### config.mk
export PLATFORM = sky130hd
export DESIGN_NAME = flash_clk_opt
export DESIGN_NICKNAME = d
export VERILOG_FILES = /design/src/flash_ctl_pkg.sv /design/src/tick_divider.sv /design/src/flash_clk_opt.sv
export VERILOG_INCLUDE_DIRS = /design/src /design/src/src
export SDC_FILE = /design/constraint.sdc
export NUM_CORES = 1
export LEC_CHECK = 0
export BUFFER_PORTS_ARGS = -buffer_cell sky130_fd_sc_hd__buf_2
export CORE_ASPECT_RATIO = 0.7
export CORE_MARGIN = 3
export CORE_UTILIZATION = 45
export DETAILED_ROUTE_END_ITERATION = 10
export PLACE_DENSITY_LB_ADDON = 0.2
export RECOVER_POWER = 50
export SLEW_MARGIN = 20
export SYNTH_ARGS = -nofsm -noshare
export SYNTH_HDL_FRONTEND = slang
export SYNTH_SLANG_ARGS = --single-unit
### constraint.sdc
create_clock -name sys_clk -period 8.1 [get_ports sys_clk]
set_input_delay 0.405 -clock sys_clk [delete_from_list [all_inputs] [get_ports sys_clk]]
set_output_delay 0.405 -clock sys_clk [all_outputs]
set_load 0.02 [all_outputs]
### src/flash_ctl_consts.svh
// constants for the flash clock divider and options registers
// assumes a 32-bit avalon word per register, 8-bit data in the low lane
`ifndef FLASH_CTL_CONSTS_SVH
`define FLASH_CTL_CONSTS_SVH

// register byte offsets
`define OFS_CLK_DIV 6'h00
`define OFS_OPTIONS 6'h04
`define OFS_CONFIG 6'h08
`define OFS_STATUS 6'h0c
`define OFS_KEY_DATA 6'h10
`define OFS_SECURITY 6'h14

// clock divider register fields
`define DIV_LOADED_BIT 7
`define PRESCALE_BIT 6
`define DIVISOR_HI 5
`define DIVISOR_LO 0
`define CLK_DIV_RESET 8'h00

// options and security register fields
`define KEY_EN_BIT 7
`define NO_REDIRECT_BIT 6
`define SEC_HI 1
`define SEC_LO 0
`define OPT_ZERO_HI 5
`define OPT_ZERO_LO 2
`define SEC_UNSECURED 2'h2
`define SEC_RESET 2'h3
`define SECURED_BIT 0

// configuration and status fields
`define KEY_ACCESS_BIT 7
`define ACC_ERR_BIT 4

// backdoor key
`define KEY_BYTES 4'h8
`define KEY_IDX_W 3

// prescaler reload: divide by eight
`define PRESCALE_LOAD 3'h7

`endif

### src/flash_ctl_pkg.sv
// types shared by the flash clock and options logic
// assumes flash_ctl_consts.svh supplies field positions
package flash_ctl_pkg;

	// nonvolatile options byte as stored in flash
	typedef struct packed {
		logic keyEnable;
		logic redirectDisable;
		logic [3:0] unused;
		logic [1:0] securityCode;
	} nv_options_t;

	// source of a flash write, for key acceptance
	typedef struct packed {
		logic fromDebug;
		logic fromSecure;
	} write_source_t;

	// register slave handshake
	typedef enum logic [0:0] {
		BUS_IDLE,
		BUS_ACK
	} bus_state_t;

endpackage

### src/tick_divider.sv
// reloading down-counter that emits a one-cycle enable pulse
// assumes an active-low reset from the parent, asserted at once and released on sys_clk
`timescale 1ns/1ps
module tick_divider #(
	parameter int WIDTH = 6
) (
	input wire logic sys_clk,
	input wire logic rstSync_n,
	input wire logic run,
	input wire logic en,
	input wire logic [WIDTH-1:0] load,
	output logic tick
);

	logic [WIDTH-1:0] count_r;

	// count down on each enable; pulse and reload at zero
	always_ff @(posedge sys_clk or negedge rstSync_n) begin
		if (!rstSync_n) begin
			count_r <= '0;
			tick <= 1'b0;
		end else if (!run) begin
			count_r <= load;
			tick <= 1'b0;
		end else if (en) begin
			tick <= (count_r == '0);
			count_r <= (count_r == '0) ? load : count_r - 1'b1;
		end else begin
			tick <= 1'b0;
		end
	end

endmodule // tick_divider

### src/flash_clk_opt.sv
// flash clock divider, options, backdoor key and security state
// assumes avalon-mm master on sys_clk; nonvolatile bytes stable at reset
//
// How it works
// - divisor-loaded flag is read-only, reset clear, set by first divider write with byte lane 0 enabled
// - low seven divider bits readable always, writable once after reset
// - program and erase refused until divisor-loaded flag is set
// - prescale bit selects bus clock or bus clock divided by eight
// - divider input is divided by divisor field plus one
// - each timing pulse is one flash clock cycle, whole pulses only
// - nonvolatile options byte copied into options register at reset
// - options bits five to two read zero; writes ignored
// - key enable clear means no key comparison unsecures
// - matching eight ordered key bytes from secure firmware unsecure
// - key writes from the debug path are never accepted
// - redirect disable set turns vector redirection off
// - only security code 1:0 means unsecured
// - while secured, unsecured sources get no memory access
// - security code becomes 1:0 on key match or blank flash
// - registers are eight-bit; key is eight bytes in flash
// - key access bit on, enter key, clear bit to compare
// - program or erase before divider write sets access error
//
// Local design decisions: the placing of the registers and the Avalon-MM interface to the registers.
`timescale 1ns/1ps
`include "flash_ctl_consts.svh"
module flash_clk_opt
(
	input wire logic sys_clk,
	input wire logic resetn,
	input wire logic [5:0] address,
	input wire logic read,
	input wire logic write,
	input wire logic [31:0] writedata,
	input wire logic [3:0] byteenable,
	output logic [31:0] readdata,
	output logic waitrequest,
	input wire flash_ctl_pkg::write_source_t writeSource,
	input wire flash_ctl_pkg::nv_options_t nvOptions,
	input wire logic [63:0] storedKey,
	input wire logic progEraseReq,
	input wire logic blankCheckPass,
	input wire logic memReqUnsecured,
	output logic progEraseGo,
	output logic flashClkTick,
	output logic secured,
	output logic memAccessBlock,
	output logic vectorRedirectEn
);
	import flash_ctl_pkg::*;

	logic rstMeta_r;
	logic rstSync_n;
	logic optLoaded_r;
	bus_state_t busState_r;
	logic divLoaded_r;
	logic [6:0] divSetting_r;
	nv_options_t options_r;
	logic [1:0] secCode_r;
	logic keyAccess_r;
	logic [63:0] keyEntry_r;
	logic [3:0] keyCount_r;
	logic accErr_r;
	logic accept;
	logic wrLow;
	logic [7:0] wrByte;
	logic wrDiv;
	logic wrCfg;
	logic wrStat;
	logic wrKey;
	logic keyMatch;
	logic preTick;
	logic divTick;
	logic divEn;
	logic [7:0] rdByte;

	// two-stage release; assertion is immediate, release is clocked
	always_ff @(posedge sys_clk or negedge resetn) begin
		if (!resetn) begin
			rstMeta_r <= 1'b0;
			rstSync_n <= 1'b0;
		end else begin
			rstMeta_r <= 1'b1;
			rstSync_n <= rstMeta_r;
		end
	end

	// bus access is taken at the edge where waitrequest is seen low
	assign accept = (busState_r == BUS_ACK) && (read || write);
	assign wrLow = accept && write && byteenable[0];
	assign wrByte = writedata[7:0];
	assign wrDiv = wrLow && (address == `OFS_CLK_DIV);
	assign wrCfg = wrLow && (address == `OFS_CONFIG);
	assign wrStat = wrLow && (address == `OFS_STATUS);
	assign wrKey = wrLow && (address == `OFS_KEY_DATA);

	// one wait cycle per access: request seen, then acknowledged
	always_ff @(posedge sys_clk or negedge rstSync_n) begin
		if (!rstSync_n) begin
			busState_r <= BUS_IDLE;
			waitrequest <= 1'b1;
		end else begin
			case (busState_r)
				BUS_IDLE: begin
					if (read || write) begin
						busState_r <= BUS_ACK;
						waitrequest <= 1'b0;
					end
				end
				BUS_ACK: begin
					busState_r <= BUS_IDLE;
					waitrequest <= 1'b1;
				end
				default: begin
					busState_r <= BUS_IDLE;
					waitrequest <= 1'b1;
				end
			endcase
		end
	end

	// read mux; unmapped offsets read as zero
	always_comb begin
		rdByte = 8'h00;
		case (address)
			`OFS_CLK_DIV: rdByte = {divLoaded_r, divSetting_r};
			`OFS_OPTIONS: begin
				rdByte = 8'h00; // bits five to two stay zero
				rdByte[`KEY_EN_BIT] = options_r.keyEnable;
				rdByte[`NO_REDIRECT_BIT] = options_r.redirectDisable;
				rdByte[`SEC_HI:`SEC_LO] = secCode_r;
			end
			`OFS_CONFIG: rdByte[`KEY_ACCESS_BIT] = keyAccess_r;
			`OFS_STATUS: rdByte[`ACC_ERR_BIT] = accErr_r;
			`OFS_SECURITY: rdByte[`SECURED_BIT] = secured;
			default: rdByte = 8'h00;
		endcase
	end

	// read data registered when the request is first seen
	always_ff @(posedge sys_clk or negedge rstSync_n) begin
		if (!rstSync_n) begin
			readdata <= 32'h0000_0000;
		end else if (busState_r == BUS_IDLE && read) begin
			readdata <= {24'h00_0000, rdByte};
		end
	end

	// first write with byte lane 0 after reset locks the divider, data ignored for flag
	always_ff @(posedge sys_clk or negedge rstSync_n) begin
		if (!rstSync_n) begin
			divLoaded_r <= 1'b0;
			divSetting_r <= 7'(`CLK_DIV_RESET);
		end else if (wrDiv && !divLoaded_r) begin
			divLoaded_r <= 1'b1;
			divSetting_r <= wrByte[`PRESCALE_BIT:`DIVISOR_LO];
		end
	end

	// prescaler runs freely once loaded; divisor counts its ticks when the prescale bit is set, else every cycle
	tick_divider #(.WIDTH(3)) prescaler (
		.sys_clk(sys_clk),
		.rstSync_n(rstSync_n),
		.run(divLoaded_r),
		.en(1'b1),
		.load(`PRESCALE_LOAD),
		.tick(preTick)
	);

	assign divEn = divSetting_r[`PRESCALE_BIT] ? preTick : 1'b1;

	tick_divider #(.WIDTH(6)) divisor (
		.sys_clk(sys_clk),
		.rstSync_n(rstSync_n),
		.run(divLoaded_r),
		.en(divEn),
		.load(divSetting_r[`DIVISOR_HI:`DIVISOR_LO]),
		.tick(divTick)
	);

	// a pulse, not a derived clock, so no second domain exists
	always_ff @(posedge sys_clk or negedge rstSync_n) begin
		if (!rstSync_n) begin
			flashClkTick <= 1'b0;
		end else begin
			flashClkTick <= divTick;
		end
	end

	// program and erase gate; refused requests leave a sticky error
	always_ff @(posedge sys_clk or negedge rstSync_n) begin
		if (!rstSync_n) begin
			progEraseGo <= 1'b0;
		end else begin
			progEraseGo <= progEraseReq && divLoaded_r;
		end
	end

	// set wins over a write-one clear in the same cycle
	always_ff @(posedge sys_clk or negedge rstSync_n) begin
		if (!rstSync_n) begin
			accErr_r <= 1'b0;
		end else if (progEraseReq && !divLoaded_r) begin
			accErr_r <= 1'b1;
		end else if (wrStat && wrByte[`ACC_ERR_BIT]) begin
			accErr_r <= 1'b0;
		end
	end

	// options captured once, in the first cycle after release
	always_ff @(posedge sys_clk or negedge rstSync_n) begin
		if (!rstSync_n) begin
			optLoaded_r <= 1'b0;
			options_r <= '0;
		end else if (!optLoaded_r) begin
			optLoaded_r <= 1'b1;
			options_r <= nvOptions;
		end
	end

	// key access bit; setting it restarts the byte sequence
	always_ff @(posedge sys_clk or negedge rstSync_n) begin
		if (!rstSync_n) begin
			keyAccess_r <= 1'b0;
		end else if (wrCfg) begin
			keyAccess_r <= wrByte[`KEY_ACCESS_BIT];
		end
	end

	// key bytes only from secure firmware, never the debug path
	always_ff @(posedge sys_clk or negedge rstSync_n) begin
		if (!rstSync_n) begin
			keyEntry_r <= 64'h0;
			keyCount_r <= 4'h0;
		end else if (wrCfg && wrByte[`KEY_ACCESS_BIT] && !keyAccess_r) begin
			keyCount_r <= 4'h0;
		end else if (wrKey && keyAccess_r && !writeSource.fromDebug
				&& writeSource.fromSecure && keyCount_r < `KEY_BYTES) begin
			// first byte lands in the top lane
			keyEntry_r <= {keyEntry_r[55:0], wrByte};
			keyCount_r <= keyCount_r + 4'h1;
		end
	end

	assign keyMatch = options_r.keyEnable
		&& keyCount_r == `KEY_BYTES && keyEntry_r == storedKey;

	// working security code; cleared only until the next reset
	always_ff @(posedge sys_clk or negedge rstSync_n) begin
		if (!rstSync_n) begin
			secCode_r <= `SEC_RESET;
		end else if (!optLoaded_r) begin
			secCode_r <= nvOptions.securityCode;
		end else if (wrCfg && keyAccess_r && !wrByte[`KEY_ACCESS_BIT]
				&& keyMatch) begin
			secCode_r <= `SEC_UNSECURED;
		end else if (blankCheckPass) begin
			secCode_r <= `SEC_UNSECURED;
		end
	end

	// derived status outputs, all registered
	always_ff @(posedge sys_clk or negedge rstSync_n) begin
		if (!rstSync_n) begin
			secured <= 1'b1;
			memAccessBlock <= 1'b0;
			vectorRedirectEn <= 1'b0;
		end else begin
			secured <= (secCode_r != `SEC_UNSECURED);
			memAccessBlock <= memReqUnsecured
				&& (secCode_r != `SEC_UNSECURED);
			vectorRedirectEn <= !options_r.redirectDisable;
		end
	end

	// checks on the guarded behaviour

	divisor_loaded_flag_first_write_a: assert property (
		@(posedge sys_clk) disable iff (!rstSync_n)
		wrDiv && !divLoaded_r |=> divLoaded_r)
		else $error("divisor flag not set by first write");

	div_write_once_a: assert property (
		@(posedge sys_clk) disable iff (!rstSync_n)
		divLoaded_r |=> $stable(divSetting_r) && divLoaded_r)
		else $error("divider setting changed after lock");

	prog_refused_a: assert property (
		@(posedge sys_clk) disable iff (!rstSync_n)
		progEraseReq && !divLoaded_r |=> !progEraseGo && accErr_r)
		else $error("program allowed before divider written");

	prog_allowed_a: assert property (
		@(posedge sys_clk) disable iff (!rstSync_n)
		progEraseReq && divLoaded_r |=> progEraseGo)
		else $error("program refused after divider written");

	tick_single_a: assert property (
		@(posedge sys_clk) disable iff (!rstSync_n)
		flashClkTick && divSetting_r[`PRESCALE_BIT] |=> !flashClkTick)
		else $error("flash tick longer than one cycle");

	tick_off_unloaded_a: assert property (
		@(posedge sys_clk) disable iff (!rstSync_n)
		!divLoaded_r ##1 !divLoaded_r |-> !flashClkTick)
		else $error("flash tick before divider written");

	opt_readzero_a: assert property (
		@(posedge sys_clk) disable iff (!rstSync_n)
		address == `OFS_OPTIONS && read && busState_r == BUS_IDLE
		|=> readdata[`OPT_ZERO_HI:`OPT_ZERO_LO] == 4'h0)
		else $error("options reserved bits not zero");

	opt_load_a: assert property (
		@(posedge sys_clk) disable iff (!rstSync_n)
		$rose(optLoaded_r) |-> options_r == $past(nvOptions)
		&& secCode_r == $past(nvOptions.securityCode))
		else $error("options not loaded at reset");

	no_key_unlock_a: assert property (
		@(posedge sys_clk) disable iff (!rstSync_n)
		optLoaded_r && !options_r.keyEnable && !blankCheckPass
		&& secCode_r != `SEC_UNSECURED |=> secCode_r != `SEC_UNSECURED)
		else $error("security lifted with key disabled");

	debug_key_reject_a: assert property (
		@(posedge sys_clk) disable iff (!rstSync_n)
		wrKey && writeSource.fromDebug && !wrCfg |=> $stable(keyCount_r))
		else $error("debug path key byte accepted");

	secure_state_a: assert property (
		@(posedge sys_clk) disable iff (!rstSync_n)
		optLoaded_r ##1 1'b1
		|-> secured == ($past(secCode_r) != `SEC_UNSECURED))
		else $error("secured output disagrees with code");

	blank_unsecure_a: assert property (
		@(posedge sys_clk) disable iff (!rstSync_n)
		optLoaded_r && blankCheckPass |=> secCode_r == `SEC_UNSECURED
		##1 !secured)
		else $error("blank check did not unsecure");

	block_access_a: assert property (
		@(posedge sys_clk) disable iff (!rstSync_n)
		memReqUnsecured && secCode_r != `SEC_UNSECURED |=> memAccessBlock)
		else $error("unsecured access not blocked");

	redirect_a: assert property (
		@(posedge sys_clk) disable iff (!rstSync_n)
		optLoaded_r |=> vectorRedirectEn == !$past(options_r.redirectDisable))
		else $error("vector redirect wrong");

	bus_answer_a: assert property (
		@(posedge sys_clk) disable iff (!rstSync_n)
		(read || write) && waitrequest |=> !waitrequest ##1 waitrequest)
		else $error("bus answer not one wait cycle");

endmodule // flash_clk_opt

==> flow_results.org <==
** Status
- The run finished, with violations left.
- The final reports fail on max-capacitance violations, max-slew violations.

** Synthesis
- Counting flops and latches in the post-synthesis netlist gives 111.
- Gate Count Post-Synth :: approximately 580
- After synthesis, the share of flip-flops with an asynchronous set or reset is 100%.
- Distinct cell type count of the synthesized netlist :: 46
- Most common flop cell mapped by yosys :: sky130_fd_sc_hd__dfrtp_1
- Proportion of synthesized chip area in sequential cells :: between 50% and 60%
- Yosys synthesis warning count :: 0
- Counting flops with a built-in enable in the synthesized netlist gives 0.
- Avg Cell Area, Syn :: 9.35 um^2
- Synthesized area :: 5440 um^2

** Min path
- Hold/Removal Path Class :: primary input to flop

** Setup path
- Data arrival time of the critical path :: a little under 3 ns
- STA puts the critical path data required time at between 8 and 9 ns.
- STA classifies the critical path startpoint as a primary input.
- Critical path, cell by cell :: buf_2, or3_1, nor4_1, and3_1, mux2_2
- On the critical path the largest part of the delay comes from simple AND/OR/NAND/NOR gates.
- Counting both buffers and inverters, the worst setup path holds a total of 1.
- STA classifies the critical path endpoint as a flop.
- For this run, the slowest stage of the critical path takes 1.12 ns.
- Along the worst path, the maximum fanout reaches 9.
- The critical path in this run is classified as primary input to flop.
- The slowest stage of the critical path belongs to the cell sky130_fd_sc_hd__nor4_1.

** Clocking
- TritonCTS clock tree :: done
- Number of buffers created by CTS :: 9
- Clk pin slew, worst setup/hold paths :: 0.07 ns
- The later pin in the worst-skew pair is clocked with a latency of about 0.35 ns.
- Counting along the longest clock path gives a buffer depth of 2.
- Clock tree root driver cell :: sky130_fd_sc_hd__clkbuf_16
- Sinks on Clock Net :: ~110
- The H-tree generated during clock tree synthesis spans 3 levels.

** Routing
- Detail-routed via count per cell :: about 5
- Number of remaining DRC errors :: 0
- For this block, the initial DRC count from the detailed router was 290.
- Summed over all layers, the routed wires come to 13.1 mm.
- Summing over every cut layer, the via total after detailed routing is 4172.
- In the final routed layout, each cell accounts on average for between 15 and 20 um.
- The first TritonRoute pass finished after 4 iterations.
- Remaining antenna violation count :: 0

** Pwr
- Switching power :: between 200 and 300 uW
- IR analysis of the VDD net gives a maximum drop of around 0.10 mV.
- Dividing total power by cell area gives a power density of between 150 and 200 nW/um^2.
- Proportion of power drawn by the clock network :: between 40% and 50%
- Relative contribution of combinational cells to total power :: 7.1%
- For this design the static power due to leakage is 0.00322 uW.
- Sequential cells burn 50.6% of the power.
- Net Sw Frac :: 22.7%
- The internal power of the cells totals 872 uW.

** Global route
- The first global-routing pass estimated ~20 mm of wire.
- Maximum number of pins on one net before global-route repair :: 70
- Global routing consumed, over all layers together, between 10% and 20% of the routing resources.
- For this run the aggregate overflow at the end of global routing stands at 0.
- Vias in the first global route :: ~4000
- The number of antenna violations at the first check in global routing came to 0.

** Placement
- Routability congestion estimate from global placement :: approximately 0.84
- Count of port buffers added during placement :: approximately 110
- Once detailed placement completed, the half-perimeter wirelength came to roughly 10 mm.
- The number of placed instances, taps included, is slightly above 800.

** Job
- Max capacitance violation total :: 1

** Layout
- Non-filler cells, final :: ~840
- Relative area change from synthesis to final layout :: 14.9%
- Cells with a size suffix above 1 make up a little under a fifth of the layout.
- Final net count :: between 800 and 900
- Leaving out fill and tap cells, the most frequent cell in the layout is sky130_fd_sc_hd__nand2_1.
- 0 antenna diodes ended up in the layout.
- Most frequent cells in the layout :: sky130_fd_sc_hd__nand2_1 (193), sky130_fd_sc_hd__dfrtp_1 (107), sky130_fd_sc_hd__buf_2 (90)

** Floorplan
- The initial utilization of the core area, before any placement, comes to roughly 48%.
- Count of pins on the block boundary :: about 160
- Die span in y :: between 90 and 100 um
- The die covers 13500 um^2.
- The floorplan step defined a core boundary enclosing between 10000 and 15000 um^2.
- Std cell rows :: 32
- Die X-Extent :: approximately 140 um

** STA
- After layout, the worst path uses between 30% and 40% of the clock period.
- Final slew viol count :: 49
- Post-route setup TNS :: 0 ns
- Normalized max-slew margin :: -27.2%
- Time the worst path needs with I/O delays and setup :: between 2 and 3 ns
- For the final database, setup skew stands at ~0.010 ns.
- Worst slew pin tran :: 1.91 ns
- FMAX :: between 300 and 400 MHz
- Final count of hold timing violations :: 0
- Final setup vio count :: 0
- Setup repair after global routing left no endpoint under its margin.
==> cell usage after synthesis, drive strengths merged (3+ instances only) <==
cell type	n	area share, %
a2111oi	4	0.64
a21oi	8	0.74
a22oi	4	0.55
a31oi	3	0.35
and3	4	0.46
buf	38	5.3
clkbuf	3	0.21
dfrtp	107	49
dfstp	4	1.9
ha	6	1.4
inv	23	1.6
mux2	12	2.5
nand2	193	13
nand2b	6	0.69
nand3	5	0.46
nand4	8	0.92
nor2	14	0.97
nor2b	12	1.4
nor3	6	0.85
nor3b	5	0.69
nor4	11	1.5
o21ai	32	2.9
o22ai	3	0.35
or3	3	0.44
xnor2	20	3.2
xor2	31	5.0
==> power by group through the flow <==
stage / Sequential (uW) / Clock [uW] / Combinational, uW
after floorplan: 587 / 0 / 42.1
after global placement: 582 / 0 / 80.4
after detailed placement: 582 / 0 / 81.5
after CTS: 572 / 484 / 82.4
after global routing: 573 / 509 / 88.0
final: 571 / 476 / 79.9
==> path summary, 6_finish.rpt <==
check / slack [ns] / endpoint / cells past startpoint / startpoint
max: 5.36 / divSetting_r[1]$_DFFE_PN0P_ / 5 / address[5]
min: 0.26 / memAccessBlock$_DFF_PN0_ / 2 / memReqUnsecured
max reg2reg: 5.66 / keyCount_r[2]$_DFFE_PN0P_ / 1 / rstSync_n$_DFF_PN0_
min reg2reg: 0.35 / flashClkTick$_DFF_PN0_ / 0 / divisor.tick$_DFF_PN0_
max in group asynchronous: 5.66 / keyCount_r[2]$_DFFE_PN0P_ / 1 / rstSync_n$_DFF_PN0_
min in group asynchronous: 0.36 / rstSync_n$_DFF_PN0_ / 2 / resetn
==> sequential cells by signal (all words and copies together), names as in the netlist, 2 cells and up <==
register / flops
options_r: 2
prescaler.count_r: 3
divSetting_r: 7
keyCount_r: 4
secCode_r: 2
readdata: 8
divisor.count_r: 6
keyEntry_r: 64
==> repair_timing <==
action | in CTS | in global routing
setup buffers | 0 | 0
hold buffers | 1 | 0
setup endpoints to repair | 0 | 0
resized for setup | 0 | 0
hold endpoints to repair | 2 | 0
==> cells by family (layout without fill, tap and decap cells) <==
logic type / after synthesis / count (layout) / synth area share (%)
AOI/OAI and AO/OA: 62 / 62 / 6.78
DFF: 111 / 111 / 51.1
adders and majority gates: 6 / 6 / 1.38
other: 2 / 26 / 0.138
buffers and inverters: 64 / 147 / 7.13
and+or+nand+nor: 274 / 274 / 22.7
xor gates and xnor gates: 51 / 51 / 8.21
muxes: 12 / 12 / 2.48
==> per-layer routing <==
metal  vias up  wire length [um]  share of wire [%]  track usage (%)
met5         -                 0                  0                0
met4         0               127               0.97             4.45
met3        10               992                7.6             3.91
met2       133              5580                 43             27.3
met1      1976              6360                 49             31.5
li1       2053                 -                  -                -
==> layout make-up <==
cell class	instances	area (um^2)
multi-input combinational	431	2340
timing repair buffer	108	532
sequential	111	2780
tap	153	191
inverter	23	86.3
fill	1067	5160
clock buffer	10	239
clock inverter	6	83.8
==> through the flow <==
stage	cell area, um^2	setup slack, ns	hold WS, ns	util (%)	power (uW)
finish	6250	5.36	0.263	54.8	1130
global route	6250	5.16	0.269	54.8	1170
CTS	6300	5.67	0.260	55.2	1140
detailed placement	5970	5.44	0.191	52.3	664
global placement	5970	5.47	0.189	52.3	662
floorplan	5530	4.79	0.109	-	629
No activity file was read; power rests on OpenSTA's default activity.
